--- config.mk ---
export PLATFORM = sky130hd
export DESIGN_NAME = rbd_exec
export DESIGN_NICKNAME = d
export VERILOG_FILES = /design/src/rtl/rbd_pkg.sv /design/src/rtl/rbd_exec.sv
export SDC_FILE = /design/constraint.sdc
export NUM_CORES = 1
export LEC_CHECK = 0
export ABC_AREA = 1
export BUFFER_PORTS_ARGS = -buffer_cell sky130_fd_sc_hd__clkbuf_2
export CORE_ASPECT_RATIO = 0.5
export CORE_MARGIN = 2
export CORE_UTILIZATION = 60
export DETAILED_ROUTE_END_ITERATION = 8
export GPL_TIMING_DRIVEN = 0
export PLACE_DENSITY = 0.86
export SYNTH_ARGS = -nofsm -noshare
export SYNTH_HDL_FRONTEND = slang
export SYNTH_SLANG_ARGS = --single-unit
export TNS_END_PERCENT = 30
--- constraint.sdc ---
create_clock -name clock -period 3.5 [get_ports clock]
set_clock_uncertainty 0.2 [all_clocks]
set_input_delay 0.175 -clock clock [delete_from_list [all_inputs] [get_ports clock]]
set_output_delay 0.175 -clock clock [all_outputs]
set_load 0.02 [all_outputs]
--- src/rtl/rbd_pkg.sv ---
// Constants for the relative branch and single bit set execute block
package rbd_pkg;

   // ==========================================================
   // Widths
   localparam int PC_W = 21;
   localparam int DA_W = 12;
   localparam int BANK_W = 4;
   localparam int OFF_W = 11;

   // ==========================================================
   // Opcode fields
   localparam logic [3:0] OP_NIB_BRANCH = 4'hd;
   localparam logic [3:0] OP_NIB_BITSET = 4'h8;
   localparam logic [7:0] OP_BYTE_BNZ = 8'he1;
   localparam int NIB_HI = 15;
   localparam int NIB_LO = 12;
   localparam int BRA_SEL_BIT = 11;
   localparam int BIT_IDX_HI = 11;
   localparam int BIT_IDX_LO = 9;
   localparam int ACCESS_BIT = 8;

   // ==========================================================
   // Access bank split and indexed literal limit
   localparam logic [7:0] ACCESS_LOW_MAX = 8'h5f;
   localparam logic [3:0] ACCESS_HIGH_BANK = 4'hf;
   localparam logic [3:0] ACCESS_LOW_BANK = 4'h0;

   // ==========================================================
   // Reset values
   localparam logic [PC_W-1:0] PC_RESET = 21'h000000;
   localparam logic [DA_W-1:0] ADDR_RESET = 12'h000;
   localparam logic [7:0] DATA_RESET = 8'h00;
   localparam logic [15:0] INSTR_RESET = 16'h0000;

   // ==========================================================
   // Four-phase instruction cycle, one-hot
   typedef enum logic [3:0]
   {
      PH_Q1 = 4'h1,
      PH_Q2 = 4'h2,
      PH_Q3 = 4'h4,
      PH_Q4 = 4'h8
   } rbd_phase_e;

   // Kind of instruction held for execution, one-hot
   typedef enum logic [3:0]
   {
      K_NONE = 4'h1,
      K_BRA = 4'h2,
      K_BNZ = 4'h4,
      K_BSF = 4'h8
   } rbd_kind_e;

endpackage

--- src/rtl/rbd_exec.sv ---
// Execute unit for relative branches and the single bit set instruction
// Notes on behaviour
// - Top nibble 1101 with bit 11 clear is a branch; low 11 bits signed offset.
// - Branch loads incremented address plus twice offset; two cycles, second idle, flags kept.
// - Bit set forces indexed bit of addressed register high, others and flags kept.
// - Access bit 0 selects access bank; access bit 1 uses bank select register.
// - Access bit 0, extended set on, address up to 5Fh: indexed literal offset.
// - Opcode E1h branches by twice 8-bit offset only when zero flag is clear.
// - Conditional branch takes one cycle untaken, two taken, flushing prefetched word.
`timescale 1ns/1ps

module rbd_exec
(
   input wire logic clock,
   input wire logic rst_n,
   input wire logic instr_valid,
   input wire logic [15:0] instr,
   input wire logic [rbd_pkg::PC_W-1:0] pc_incr,
   input wire logic zero_flag,
   input wire logic ext_set_enable,
   input wire logic [rbd_pkg::BANK_W-1:0] bank_select_register,
   input wire logic [rbd_pkg::DA_W-1:0] literal_base,
   input wire logic [7:0] data_rdata,
   output logic instr_take,
   output logic cycle_start,
   output logic [rbd_pkg::PC_W-1:0] program_counter_target,
   output logic program_counter_load,
   output logic flush_active,
   output logic [rbd_pkg::DA_W-1:0] data_addr,
   output logic data_rd,
   output logic data_wr,
   output logic [7:0] data_wdata
);

   // ==========================================================
   // Helpers
   // Incremented address plus twice a signed word offset
   function automatic logic [rbd_pkg::PC_W-1:0] branch_target
   (
      input logic [rbd_pkg::PC_W-1:0] base,
      input logic [rbd_pkg::OFF_W-1:0] off
   );
      logic [rbd_pkg::PC_W-1:0] ext;
      ext = {{(rbd_pkg::PC_W-rbd_pkg::OFF_W-1){off[rbd_pkg::OFF_W-1]}}, off, 1'b0};
      return base + ext;
   endfunction

   // Sign extend an 8-bit offset to the branch offset width
   function automatic logic [rbd_pkg::OFF_W-1:0] widen_off(input logic [7:0] off);
      return {{(rbd_pkg::OFF_W-8){off[7]}}, off};
   endfunction

   // ==========================================================
   // State
   rbd_pkg::rbd_phase_e phase;
   rbd_pkg::rbd_phase_e next_phase;
   rbd_pkg::rbd_kind_e kind;
   rbd_pkg::rbd_kind_e next_kind;
   logic [15:0] held_instr;
   logic [15:0] next_held_instr;
   logic [rbd_pkg::PC_W-1:0] held_pc;
   logic [rbd_pkg::PC_W-1:0] next_held_pc;
   logic held_zero;
   logic next_held_zero;
   logic flush_pending;
   logic next_flush_pending;
   logic [7:0] read_value;
   logic [7:0] next_read_value;
   logic [rbd_pkg::PC_W-1:0] next_program_counter_target;
   logic next_program_counter_load;
   logic next_flush_active;
   logic [rbd_pkg::DA_W-1:0] next_data_addr;
   logic next_data_rd;
   logic next_data_wr;
   logic [7:0] next_data_wdata;

   // Decoded fields of the incoming word
   logic [3:0] in_nib;
   logic [7:0] in_f;
   logic in_access;
   rbd_pkg::rbd_kind_e in_kind;
   logic [rbd_pkg::DA_W-1:0] in_addr;
   logic [7:0] set_mask;

   assign in_nib = instr[rbd_pkg::NIB_HI:rbd_pkg::NIB_LO];
   assign in_f = instr[7:0];
   assign in_access = instr[rbd_pkg::ACCESS_BIT];

   // Handshake outputs: new word taken only in Q1 outside a flush cycle
   assign cycle_start = (phase == rbd_pkg::PH_Q1);
   assign instr_take = cycle_start && !flush_active && instr_valid;

   // ==========================================================
   // Opcode decode
   always_comb
   begin
      in_kind = rbd_pkg::K_NONE;
      if (in_nib == rbd_pkg::OP_NIB_BRANCH && !instr[rbd_pkg::BRA_SEL_BIT])
      begin
         in_kind = rbd_pkg::K_BRA;
      end
      else if (instr[15:8] == rbd_pkg::OP_BYTE_BNZ)
      begin
         in_kind = rbd_pkg::K_BNZ;
      end
      else if (in_nib == rbd_pkg::OP_NIB_BITSET)
      begin
         in_kind = rbd_pkg::K_BSF;
      end
   end

   // ==========================================================
   // Data address formation for the bit set
   always_comb
   begin
      if (in_access)
      begin
         in_addr = {bank_select_register, in_f};
      end
      else if (ext_set_enable && in_f <= rbd_pkg::ACCESS_LOW_MAX)
      begin
         // Base comes from the core's pointer; wraps at 4K
         in_addr = literal_base + {4'h0, in_f};
      end
      else if (in_f <= rbd_pkg::ACCESS_LOW_MAX)
      begin
         in_addr = {rbd_pkg::ACCESS_LOW_BANK, in_f};
      end
      else
      begin
         in_addr = {rbd_pkg::ACCESS_HIGH_BANK, in_f};
      end
   end

   // One-hot mask for the selected bit
   assign set_mask = 8'h01 << held_instr[rbd_pkg::BIT_IDX_HI:rbd_pkg::BIT_IDX_LO];

   // ==========================================================
   // Next state: phases advance every clock, work keyed to phase
   always_comb
   begin
      next_phase = phase;
      next_kind = kind;
      next_held_instr = held_instr;
      next_held_pc = held_pc;
      next_held_zero = held_zero;
      next_flush_pending = flush_pending;
      next_read_value = read_value;
      next_program_counter_target = program_counter_target;
      next_program_counter_load = 1'b0;
      next_flush_active = flush_active;
      next_data_addr = data_addr;
      next_data_rd = 1'b0;
      next_data_wr = 1'b0;
      next_data_wdata = data_wdata;
      case (phase)
         rbd_pkg::PH_Q1:
         begin
            next_phase = rbd_pkg::PH_Q2;
            if (instr_take)
            begin
               next_kind = in_kind;
               next_held_instr = instr;
               next_held_pc = pc_incr;
               next_held_zero = zero_flag;
               if (in_kind == rbd_pkg::K_BSF)
               begin
                  // Read in Q2 of the same cycle
                  next_data_addr = in_addr;
                  next_data_rd = 1'b1;
               end
            end
            else
            begin
               // Flush cycle or no word: nothing executes
               next_kind = rbd_pkg::K_NONE;
            end
         end
         rbd_pkg::PH_Q2:
         begin
            next_phase = rbd_pkg::PH_Q3;
            if (kind == rbd_pkg::K_BSF)
            begin
               next_read_value = data_rdata;
            end
         end
         rbd_pkg::PH_Q3:
         begin
            next_phase = rbd_pkg::PH_Q4;
            case (kind)
               rbd_pkg::K_BRA:
               begin
                  next_program_counter_target = branch_target(held_pc,
                     held_instr[rbd_pkg::OFF_W-1:0]);
                  next_program_counter_load = 1'b1;
                  next_flush_pending = 1'b1;
               end
               rbd_pkg::K_BNZ:
               begin
                  // Untaken leaves the counter alone and costs one cycle
                  if (!held_zero)
                  begin
                     next_program_counter_target = branch_target(held_pc,
                        widen_off(held_instr[7:0]));
                     next_program_counter_load = 1'b1;
                     next_flush_pending = 1'b1;
                  end
               end
               rbd_pkg::K_BSF:
               begin
                  // Write back to the address still held from Q2
                  next_data_wdata = read_value | set_mask;
                  next_data_wr = 1'b1;
               end
               default:
               begin
                  next_flush_pending = flush_pending;
               end
            endcase
         end
         rbd_pkg::PH_Q4:
         begin
            next_phase = rbd_pkg::PH_Q1;
            // Flush covers exactly the next instruction cycle
            next_flush_active = flush_pending;
            next_flush_pending = 1'b0;
         end
         default:
         begin
            next_phase = rbd_pkg::PH_Q1;
            next_kind = rbd_pkg::K_NONE;
         end
      endcase
   end

   // ==========================================================
   // Registers
   always_ff @(posedge clock or negedge rst_n)
   begin
      if (!rst_n)
      begin
         phase <= rbd_pkg::PH_Q1;
         kind <= rbd_pkg::K_NONE;
         held_instr <= rbd_pkg::INSTR_RESET;
         held_pc <= rbd_pkg::PC_RESET;
         held_zero <= 1'b0;
         flush_pending <= 1'b0;
         read_value <= rbd_pkg::DATA_RESET;
         program_counter_target <= rbd_pkg::PC_RESET;
         program_counter_load <= 1'b0;
         flush_active <= 1'b0;
         data_addr <= rbd_pkg::ADDR_RESET;
         data_rd <= 1'b0;
         data_wr <= 1'b0;
         data_wdata <= rbd_pkg::DATA_RESET;
      end
      else
      begin
         phase <= next_phase;
         kind <= next_kind;
         held_instr <= next_held_instr;
         held_pc <= next_held_pc;
         held_zero <= next_held_zero;
         flush_pending <= next_flush_pending;
         read_value <= next_read_value;
         program_counter_target <= next_program_counter_target;
         program_counter_load <= next_program_counter_load;
         flush_active <= next_flush_active;
         data_addr <= next_data_addr;
         data_rd <= next_data_rd;
         data_wr <= next_data_wr;
         data_wdata <= next_data_wdata;
      end
   end

endmodule

# Yosys cells after proc, flatten, opt, wreduce, memory -nomap -nowiden
# Cells that the tools add are included.
[classes] n_addsub=3 n_lt_le_gt_ge=1 eq_ne=14 n_shift=1 n_mux=22 n_bitwise=1 reduce_logical=15
[ops] op="adder 21 bit" count=2
[ops] op="case mux 21 bit (2 select lines)" count=1
[ops] op="two-way mux 12 bit" count=3
[ops] op="two-way mux 21 bit" count=1
[ops] op="equality test 4 bit (second input constant)" count=5
[ops] op="two-way mux 4 bit" count=4
[ops] op="adder 12 x 8 -> 12 bit" count=1
[ops] op="case mux 4 bit (3 select lines)" count=1
[ops] op="AND reduction 3 bit" count=3
[ops] op="equality test 4 x 2 -> 1 bit (second input constant)" count=2
[ops] op="equality test 4 x 3 -> 1 bit (second input constant)" count=2
[ops] op="equality test 8 bit (second input constant)" count=1
[ops] op="<= comparator 8 x 7 -> 1 bit (second input constant)" count=1
[ops] op="two-way mux 1 bit" count=8
[ops] op="bitwise OR 8 bit" count=1
[ops] op="case mux 4 bit (2 select lines)" count=1
[ops] op="<< shifter 1 x 3 -> 8 bit (first input constant)" count=1
[ops] op="case mux 1 bit (2 select lines)" count=3
[ops] op="AND reduction 2 bit" count=3
[ops] op="equality test 4 x 1 -> 1 bit (second input constant)" count=1
[ops] op="logical AND 1 bit" count=4
[ops] op="nonzero test 2 bit" count=2
[ops] op="!= test 3 x 2 -> 1 bit (second input constant)" count=1
[ops] op="!= test 3 bit (second input constant)" count=1
[ops] op="3 further kinds" count=4
[totals] ff_bits=96 input_bits=66 output_inout_bits=47

# Longest topological paths before layout
# Gate-level depths: netlist of the first run.
[logic_depth] depth_word=8 mapped_depth=17 depth_no_buf=17

# Least setup slack after synthesis of the first run
# Ideal clock, no wire load.
[synth_path] kind="reg2reg" startpoint="register kind[0]" endpoint="register program_counter_target[20] (netlist name)" setup_time_ns=0.117 t_arrival_ns=2.048 t_required_ns=3.183 path_slack_ns=1.135 path_stages_with_launch=16 path_cell_list="dfstp_2 -> nor2_2 -> nand3_1 -> nand2_1 -> nand2_1 -> inv_1 -> ha_1 -> nand2_1 -> nor2_1 -> inv_1 -> nor2_1 -> nand3b_1 -> nand3_1 -> nand2_1 -> nand3_1 -> nand2_1"
[synth_via] elab_chain_cells=3 word_cells_on_any_way=6 cone_classes="eq/ne: 3; mux: 1; reduce/logical: 2"
[synth_lines] item="from (decl)" line_no="rbd_exec.sv:57" text="rbd_pkg::rbd_kind_e kind;"
[synth_lines] item="from (signal assigned)" line_no="rbd_exec.sv:243" text="kind <= rbd_pkg::K_NONE;"
[synth_lines] item="from (signal assigned)" line_no="rbd_exec.sv:260" text="kind <= next_kind;"
[synth_lines] item="equality test 4 x 3 -> 1 bit or equality test 4 x 2 -> 1 bit (tied branches)" line_no="rbd_exec.sv:190" text="case (kind)"
[synth_lines] item="!= test 2 bit (no source line) or nonzero test 2 bit (tied branches)"
[synth_lines] item="AND reduction 3 bit (no source line)"
[synth_lines] item="to (signal assigned)" line_no="rbd_exec.sv:249" text="program_counter_target <= rbd_pkg::PC_RESET;"
[synth_lines] item="to (signal assigned)" line_no="rbd_exec.sv:266" text="program_counter_target <= next_program_counter_target;"
[synth_lines] item="to (decl)" line_no="rbd_exec.sv:26" text="output logic [rbd_pkg::PC_W-1:0] program_counter_target,"
# Several ways; a longest one is shown, not always the timed one.
# A chain may end at the register's enable or synchronous reset.

# Final worst setup path of the first run
[layout_path] startpoint="register kind[1]" endpoint="register program_counter_target[20] (netlist name)"
# The elaborated chain is that of the path after synthesis.

==> results.txt, run 1 <==
Outcome - finished, final reports clean
Routed wire per std cell - 14.8 um
Fin crit period - 2840 ps
Simple-Gate Fraction of Synth Area - 31.4%
Chip height - 72.2 um
Drt pass-1 iters - 6
Worst hold margin - 21.1 ps
Share of cells above drive strength 1 - 17.4%
Syn Inst Count - 739
CTS tree - built
Layout net count - 1012
First-pass GRT wire length - 25.5 mm
Ys Warns - 0
Initial antenna violation count - 0
Layout area overhead - 27.9%
CP Data Arrival Time - 2880 ps
Syn Std Cell Area - 0.00558 mm2
Largest net degree at the start of global routing - 69
Post-synthesis register bit count - 96
Final setup vio count - 0
Fin crit share - 81.2%
Count leader, synth - nand2_1
Initial Util - 63.0%
Total GRT Usage - 31.7%
DP Cell Count - 969
Max Slew Vio Count - 0
MaxCap Viol Count - 0
Max-slew headroom - 65.6%
Worst hold path type - in -> reg
Clock Latency Late Sink - 340 ps
WP data required - 3540 ps
Pre-CTS WS - 748 ps
Post-Synth XOR/XNOR Area - 1.25%
Mapped Nets - 836
Horiz. Die Dim - 140 um
Leakage power - 3.98 nW
Die area - 0.0101 mm2
Setup tns final - 0 ps
Crit Path Max Fanout - 10
GR Overflow Total - 0
RSZ-0062 raised after global routing - false
Peak supply drop - 304 uV
Row Count - 24
I/O pin count - 113
Post-synth ARST share - 100%
H-Tree Depth - 3
CP endpoint kind - flop
EDFF count, synth - 0
Adder-cell share of the synthesized area - 7.21%
Worst-case clock buffer depth - 2
Ant. Diodes - 0
Post-route insts no fill - 1037
PD cells - 404 mW/mm2
Hold Fails Final Rpt - 0
Main combinational cell family by area after synthesis - simple AND/OR/NAND/NOR gates
Hpwl dp - 10.6 mm
Final wirelength - 15.4 mm
Synth Flop Type - dfrtp_1
Mux share of post-synthesis cell area - 1.08%
WS Path Type - reg -> reg
TritonCTS Buffers - 9
Synth top area cells - dfrtp_1 42%, nand2_1 18%, ha_1 6.5%, inv_1 5.4%, nand3_1 5.0%
Residual DRC - 0
Synth top area share - 42.1%
Post-synth top cells - 270 x nand2_1, 94 x dfrtp_1, 81 x inv_1
Vias in the first global route - 5365
CTS sink count - 96
Unique cell type count in the Yosys netlist - 36
Initial DRC count - 456
Largest area contributor in the netlist - dfrtp_1
I/O Buffers - 112
Crit path launch type - flop
Core area - 0.00886 mm2
Register area share after synthesis - 43.1%
RePlAce Congestion - 0.917
Final ANT Viol Nets - 0
Routed vias - 5696
Layout Utilization - 80.6%
Worst-margin pin slew - 516 ps
Via density - 5.49
Synthesized area per cell - 7.56 um2
Final WS setup - 657 ps
Clk pin slew, worst setup/hold paths - 70 ps
Synth Area in Compound Gates - 8.67%
Max Fclk - 0.352 GHz
CTS Root Cell - clkbuf_16
==> metal layers <==
layer	vias up	routed length, um	GRT usage [%]
li1	2731	-	-
met1	2675	6720	41.9
met2	260	7270	54.7
met3	30	1130	6.60
met4	0	252	8.31
met5	-	0	0
==> stage by stage <==
stage          area (um2)  total power, mW
6_report             7140             2.89
3_5_place_dp         6320             1.84
5_1_grt              7140             3.02
4_1_cts              7140             2.88
2_1_floorplan        5580             1.63
3_3_place_gp         6290             1.81
==> final cells by class <==
class	count	area, um2
Multi-Input combinational cell	543	2770
Fill cell	587	1720
Timing Repair Buffer	165	1110
Clock buffer	12	246
Tap cell	117	146
Clock inverter	4	53.8
Inverter	86	323
Buffer	14	85.1
Sequential cell	96	2400
==> power breakdown <==
part	leakage (nW)	switching [mW]	internal, mW
registers	1.24	0.0488	1.17
logic	2.61	0.408	0.262
clock network	0.139	0.419	0.575
==> logic make-up after synthesis <==
group	after synthesis
simple gates	407
flops	96
xor+xnor	8
compound gates	92
mux	5
fa+ha+maj	31
buf+inv	100
==> cells in the final DEF, fill, tap and decap left out, types with 3 or more instances in the layout <==
master and n:
nand4_1 9, nand3b_1 5, buf_2 5, nor3_1 5, inv_2 4, ha_1 29, nor2_1 46, clkbuf_2 111
nor4_1 3, clkbuf_16 9, a31oi_1 10, o21bai_1 3, xnor2_1 6, o21ai_0 33, inv_1 81, nand2_1 270
a21oi_1 43, or2_2 3, dlygate4sd3_1 52, buf_6 3, clkbuf_1 7, mux2_2 4, nand3_1 56, dfrtp_1 94
nor3_4 3
==> flip-flops by register name, indices dropped and copies added (netlist names) <==
name                    flops
flush_pending               1
data_wr                     1
data_wdata                  8
program_counter_target     21
program_counter_load        1
held_pc                    21
phase                       4
read_value                  8
flush_active                1
kind                        4
data_addr                  12
data_rd                     1
held_zero                   1
held_instr                 12
==> worst paths after layout <==
kind	cells after the start	slack (ps)	startpoint	end
hold reg to reg	2	270	data_wdata[6]	data_wdata[6]
setup / recovery	12	660	kind[1]	program_counter_target[20]
setup reg to reg	12	660	kind[1]	program_counter_target[20]
hold / removal	4	20	instr[13]	kind[1]
min in group asynchronous	2	130	rst_n	program_counter_load
max in group asynchronous	3	2250	rst_n	kind[0]
==> critical path, stage by stage (launching register included) <==
cell and delay [ps]:
dfrtp_1 400, nor2_2 210, nand3_1 160, nand2_1 110
nand2_1 110, inv_1 300, ha_1 360, a21oi_1 300
a21oi_1 110, nor2_1 210, nand3_1 110, nand3_1 100
nand2_1 50
==> what timing repair did <==
action / CTS / global route
resized for setup: 0 / 0
setup buffers: 0 / 0
hold buffers: 52 / 0
hold endpoints to repair: 81 / 0
No activity file was read; power rests on OpenSTA's default activity.
==> inputs of run 2 (changes only) <==
Settings changed: CORE_UTILIZATION 60 to 50, PLACE_DENSITY 0.86 to 0.77.
Clock period 3.5 ns to 2.55 ns, I/O delays scaled along.
==> run 2 against run 1 <==
Clock power rose by 54%. Sequential power rose by 38%. Largest cell class unchanged. Highest routed layer unchanged. Cell count is 4.4% higher. Clock-buffer cell count fell by 3. The flow now finishes with violations (negative setup slack). Via count shrank 2.4%. Largest power group unchanged.
==> results.txt, run 2 (same netlist as run 1, synthesis figures left out) <==
Worst-margin pin slew - 594 ps (was 516 ps)
CP Data Arrival Time - 2660 ps (was 2880 ps)
Worst hold path type - in -> reg (unchanged)
Max-slew headroom - 60.4% (was 65.6%)
Setup tns final - -154 ps (was 0 ps)
RSZ-0062 raised after global routing - true (was false)
Max Fclk - 0.382 GHz (was 0.352 GHz)
I/O Buffers - 112 (unchanged)
Initial Util - 51.0% (was 63.0%)
Final wirelength - 15.2 mm (was 15.4 mm)
TritonCTS Buffers - 9 (unchanged)
Horiz. Die Dim - 153 um (was 140 um)
Max Slew Vio Count - 0 (unchanged)
WP data required - 2590 ps (was 3540 ps)
Most frequent cells in the layout - 263 x nand2_1, 111 x clkbuf_2, 94 x dfrtp_1 (was 270 x nand2_1, 111 x clkbuf_2, 94 x dfrtp_1)
Fin crit share - 103% (was 81.2%)
Layout net count - 1030 (was 1012)
Hold Fails Final Rpt - 0 (unchanged)
Routed vias - 5558 (was 5696)
Placed Area - 0.00636 mm2 (was 0.00632 mm2)
Outcome - finished, violations left (was finished, final reports clean)
Hold path startpoint - instr[15] (was instr[13])
Worst-case clock buffer depth - 2 (unchanged)
I/O pin count - 113 (unchanged)
First-pass GRT wire length - 25.4 mm (was 25.5 mm)
Worst hold margin - 37.6 ps (was 21.1 ps)
RePlAce Congestion - 0.900 (was 0.917)
Largest net degree at the start of global routing - 69 (unchanged)
Total GRT Usage - 26.1% (was 31.7%)
Vias in the first global route - 5420 (was 5365)
Layout area overhead - 35.4% (was 27.9%)
Final instance area - 0.00756 mm2 (was 0.00714 mm2)
Initial DRC count - 327 (was 456)
Clk pin slew, worst setup/hold paths - 70 ps (about the same)
Chip height - 78.7 um (was 72.2 um)
CTS sink count - 96 (unchanged)
Core area - 0.0109 mm2 (was 0.00886 mm2)
R2R Path End - program_counter_target[20] (unchanged)
Clock Latency Late Sink - 360 ps (was 340 ps)
CP endpoint kind - flop (unchanged)
Largest regs - held_pc: 21 flops, program_counter_target: 21 flops (unchanged)
Final WS setup - -68.8 ps (was 657 ps)
PD cells - 559 mW/mm2 (was 404 mW/mm2)
Initial antenna violation count - 0 (unchanged)
Fin crit period - 2620 ps (was 2840 ps)
Routed wire per std cell - 14.0 um (was 14.8 um)
WS Path Type - reg -> reg (unchanged)
Drt pass-1 iters - 5 (was 6)
Total chip power - 4.22 mW (was 2.89 mW)
R2R setup slack - -70 ps (was 660 ps)
Hold Path Stages - 5 (was 4)
Final setup vio count - 5 (was 0)
Final ANT Viol Nets - 0 (unchanged)
Fillers - 892 (was 587)
Leakage power - 4.10 nW (was 3.98 nW)
CTS tree - built (unchanged)
Residual DRC - 0 (unchanged)
Failing checks - negative setup slack
Share of cells above drive strength 1 - 22.5% (was 17.4%)
Seq. cell area - 0.00240 mm2 (unchanged)
Worst reg2reg startpoint - kind[0] (was kind[1])
Multi-input combinational cell area - 0.00297 mm2 (was 0.00277 mm2)
Via density - 5.13 (was 5.49)
Crit Path Max Fanout - 3 (was 10)
Peak supply drop - 345 uV (was 304 uV)
Hpwl dp - 10.6 mm (about the same)
DP Cell Count - 997 (was 969)
R2R cell count - 18 (was 12)
Ant. Diodes - 0 (unchanged)
Die area - 0.0121 mm2 (was 0.0101 mm2)
CTS Root Cell - clkbuf_16 (unchanged)
Critical Path Start - kind[0] (was kind[1])
Commonest non-fill, non-tap cell in the layout - nand2_1 (unchanged)
GR Overflow Total - 0 (unchanged)
Post-route insts no fill - 1083 (was 1037)
Crit path launch type - flop (unchanged)
MaxCap Viol Count - 0 (unchanged)
WHS Endpoint - kind[2] (was kind[1])
H-Tree Depth - 3 (unchanged)
Row Count - 27 (was 24)
run 2: cell types whose count changed in the layout (fill, tap and decap cells not counted), moves of 4 or more:
cell     delta
nand3_2     +4
inv_1       -4
buf_4      +15
nand2_1     -7
nor2_4      +4
nand3_1     -4
nor2_1      -4
ha_1        -9
nand2_2     +5
inv_6       +4
ha_4        +8
run 2: where the power goes:
| group | internal (mW) | switching (mW) | leakage (nW) |
|---|---|---|---|
| combinational | 0.428 | 0.591 | 2.69 |
| sequential | 1.61 | 0.0699 | 1.24 |
| clock | 0.881 | 0.645 | 0.163 |
| total | 2.92 | 1.31 | 4.10 |
run 2: how the worst max path moves through the flow:
stage,endpoint,slack (ps),depth (start not counted)
final,program_counter_target[20],-70,18
after global routing,program_counter_target[20],-250,13
after CTS,program_counter_target[10],-20,12
after detailed placement,program_counter_target[20],-270,14
after global placement,program_counter_target[20],-230,14
after floorplan,program_counter_target[20],190,15
run 2: timing repair:
item / 4_1_cts / 5_1_grt
setup buffers: 16 / 1
endpoints found under the setup margin: 10 / 12
endpoints found under the hold margin: 151 / 0
gates resized for setup: 25 / 20
pin swaps: 7 / 10
hold buffers: 53 / 0
run 2: per-stage QoR:
stage               utilization [%]  worst slack, ps
CTS                            68.3            -18.5
detailed placement             58.1             -268
global placement               57.8             -228
finish                         69.1            -68.8
floorplan                         -              185
global route                   69.1             -249
run 2: final cells by class:
type,count,area share (%)
multi-input cells,543,39.3
flip-flops and latches,96,31.8
repair buffers,183,16.6
inverters,86,4.37
clock buffers,9,2.98
well taps,145,2.40
clock inverters,7,1.41
plain buffers,14,1.13
run 2: per-layer routing:
layer / track usage, % / up-vias / share of wire, %
met1: 34.3 / 2594 / 45
met2: 43.8 / 168 / 47
met5: 0 / - / 0
li1: - / 2778 / -
met3: 6.50 / 18 / 6.3
met4: 7.16 / 0 / 1.3
run 2: critical path: stages, from the launching register on:
cell,delay [ps]
dfstp_2,560
nor2_4,40
nand3_2,80
nand2_1,90
buf_4,150
buf_4,120
buf_4,120
buf_4,120
buf_4,120
buf_4,120
buf_4,120
buf_4,120
buf_4,120
nand3_1,60
nand2_1,130
inv_1,80
nand2_1,60
nand3_2,50
nand2_1,50
==> inputs of run 3 (changes only) <==
--- a/constraint.sdc
+++ b/constraint.sdc
@@ -3,3 +3,3 @@
 set_input_delay 0.1275 -clock clock [delete_from_list [all_inputs] [get_ports clock]]
 set_output_delay 0.1275 -clock clock [all_outputs]
-set_load 0.02 [all_outputs]
+set_load 0.05 [all_outputs]
==> run 3 against run 2 <==
The run still ends with negative setup slack left. Die area is the same. Maximum frequency is essentially flat. Final area is essentially flat. Worst hold slack lost 1.6 ps. Critical path depth shrank 6.
==> results.txt, run 3 (same netlist as run 1, synthesis figures left out) <==
GR Overflow Total - 0 (unchanged)
Horiz. Die Dim - 153 um (unchanged)
Initial Util - 51.0% (unchanged)
Largest net degree at the start of global routing - 69 (unchanged)
Placed Area - 0.00636 mm2 (unchanged)
Die area - 0.0121 mm2 (unchanged)
Final WS setup - -68.4 ps (was -68.8 ps)
Layout area overhead - 35.5% (was 35.4%)
Initial antenna violation count - 0 (unchanged)
CTS tree - built (unchanged)
Via density - 5.14 (was 5.13)
Outcome - finished, violations left (unchanged)
CP endpoint kind - flop (unchanged)
Final instance area - 0.00757 mm2 (was 0.00756 mm2)
Core area - 0.0109 mm2 (unchanged)
Setup tns final - -179 ps (was -154 ps)
Fin crit share - 103% (about the same)
Crit Path Max Fanout - 4 (was 3)
I/O Buffers - 112 (unchanged)
Final ANT Viol Nets - 0 (unchanged)
Max Fclk - 0.382 GHz (about the same)
Routed wire per std cell - 14.1 um (was 14.0 um)
Max-slew headroom - 61.3% (was 60.4%)
I/O pin count - 113 (unchanged)
Final wirelength - 15.2 mm (about the same)
Hpwl dp - 10.6 mm (unchanged)
Hold Fails Final Rpt - 0 (unchanged)
Clk pin slew, worst setup/hold paths - 80 ps (was 70 ps)
CTS sink count - 96 (unchanged)
WS Path Type - reg -> reg (unchanged)
Seq. cell area - 0.00240 mm2 (unchanged)
CP Data Arrival Time - 2660 ps (about the same)
Crit path max-delay cell type - dfrtp_1 (was dfstp_2)
Worst-margin pin slew - 581 ps (was 594 ps)
Row Count - 27 (unchanged)
H-Tree Depth - 3 (unchanged)
Worst hold path type - in -> reg (unchanged)
Layout net count - 1030 (unchanged)
First-pass GRT wire length - 25.4 mm (about the same)
Share of cells above drive strength 1 - 22.5% (unchanged)
Commonest non-fill, non-tap cell in the layout - nand2_1 (unchanged)
Worst hold margin - 36.0 ps (was 37.6 ps)
Initial DRC count - 301 (was 327)
Chip height - 78.7 um (unchanged)
Clock Latency Late Sink - 350 ps (was 360 ps)
RePlAce Congestion - 0.900 (unchanged)
Peak supply drop - 345 uV (about the same)
WP data required - 2590 ps (about the same)
CTS Root Cell - clkbuf_16 (unchanged)
Final setup vio count - 6 (was 5)
Crit path launch type - flop (unchanged)
Largest regs - held_pc: 21 flops, program_counter_target: 21 flops (unchanged)
Max Slew Vio Count - 0 (unchanged)
Drt pass-1 iters - 5 (unchanged)
Total GRT Usage - 26.2% (was 26.1%)
Vias in the first global route - 5416 (was 5420)
RSZ-0062 raised after global routing - true (unchanged)
Leakage power - 4.10 nW (about the same)
Residual DRC - 0 (unchanged)
MaxCap Viol Count - 0 (unchanged)
Multi-input combinational cell area - 0.00297 mm2 (unchanged)
Worst-case clock buffer depth - 2 (unchanged)
Fin crit period - 2620 ps (about the same)
Most frequent cells in the layout - 263 x nand2_1, 110 x clkbuf_2, 94 x dfrtp_1 (was 263 x nand2_1, 111 x clkbuf_2, 94 x dfrtp_1)
Routed vias - 5564 (was 5558)
Fillers - 890 (was 892)
TritonCTS Buffers - 9 (unchanged)
Failing checks - negative setup slack (unchanged)
CP peak stage delay - 410 ps (was 560 ps)
Ant. Diodes - 0 (unchanged)
Crit-path cells - nor2_4 -> nand4_1 -> o21ai_1 -> inv_1 -> ha_1 -> nand2_2 -> inv_1 -> a21oi_1 -> nand3_1 -> or2_2 -> nand3_1 -> nand2_1 (was nor2_4 -> nand3_2 -> nand2_1 -> buf_4 -> buf_4 -> buf_4 -> buf_4 -> buf_4 -> buf_4 -> buf_4 -> buf_4 -> buf_4 -> nand3_1 -> nand2_1 -> inv_1 -> nand2_1 -> nand3_2 -> nand2_1)
PD cells - 568 mW/mm2 (was 559 mW/mm2)
[run 3: critical path: cells and delay by family (launching register included)]
kind | cells | cell delay, ps
AOI/OAI and AO/OA | 2 | 350
adders and majority gates | 1 | 340
buffers and inverters | 2 | 150
DFF | 1 | 410
and+or+nand+nor | 7 | 1040
[run 3: area by class of cell]
class	count	area share (%)
timing repair buffer	183	16.6
clock buffer	9	2.98
inverter	86	4.37
tap	145	2.40
sequential	96	31.8
multi-input combinational	543	39.3
buffer	14	1.16
clock inverter	7	1.41
[run 3: what timing repair did]
action	CTS	global route
endpoints found under the hold margin	151	0
hold buffers	53	0
setup buffers	16	1
gates resized for setup	26	21
pin swaps	7	10
endpoints found under the setup margin	11	12
[run 3: path summary, 6_finish.rpt]
path,slack [ps],from,to,cells past startpoint
min,40,instr[15],kind[2],5
max,-70,kind[1],program_counter_target[10],12
min in group asynchronous,70,rst_n,read_value[0],2
max reg2reg,-70,kind[1],program_counter_target[10],12
min reg2reg,280,program_counter_target[19],program_counter_target[19],2
max in group asynchronous,1390,rst_n,phase[0],3
[run 3: power by group]
part	leakage, nW	internal (mW)	switching (mW)
Sequential	1.24	1.61	0.0703
Clock	0.163	0.881	0.640
Combinational	2.69	0.428	0.666
[run 3: metrics by stage]
| step | instances | util (%) | setup WS, ps | power, mW |
|---|---|---|---|---|
| after floorplan | 739 | - | 185 | 2.31 |
| after global placement | 996 | 57.8 | -228 | 2.57 |
| after detailed placement | 997 | 58.1 | -268 | 2.60 |
| after CTS | 1082 | 68.3 | -18.5 | 4.26 |
| after global routing | 1083 | 69.1 | -249 | 4.51 |
| final | 1083 | 69.1 | -68.4 | 4.29 |
[run 3: per-layer routing]
metal | vias up | GRT usage (%) | routed length (um)
met5 | - | 0 | 0
met4 | 0 | 7.25 | 193
met3 | 16 | 6.50 | 932
met2 | 164 | 43.9 | 7280
met1 | 2607 | 34.3 | 6820
li1 | 2777 | - | -
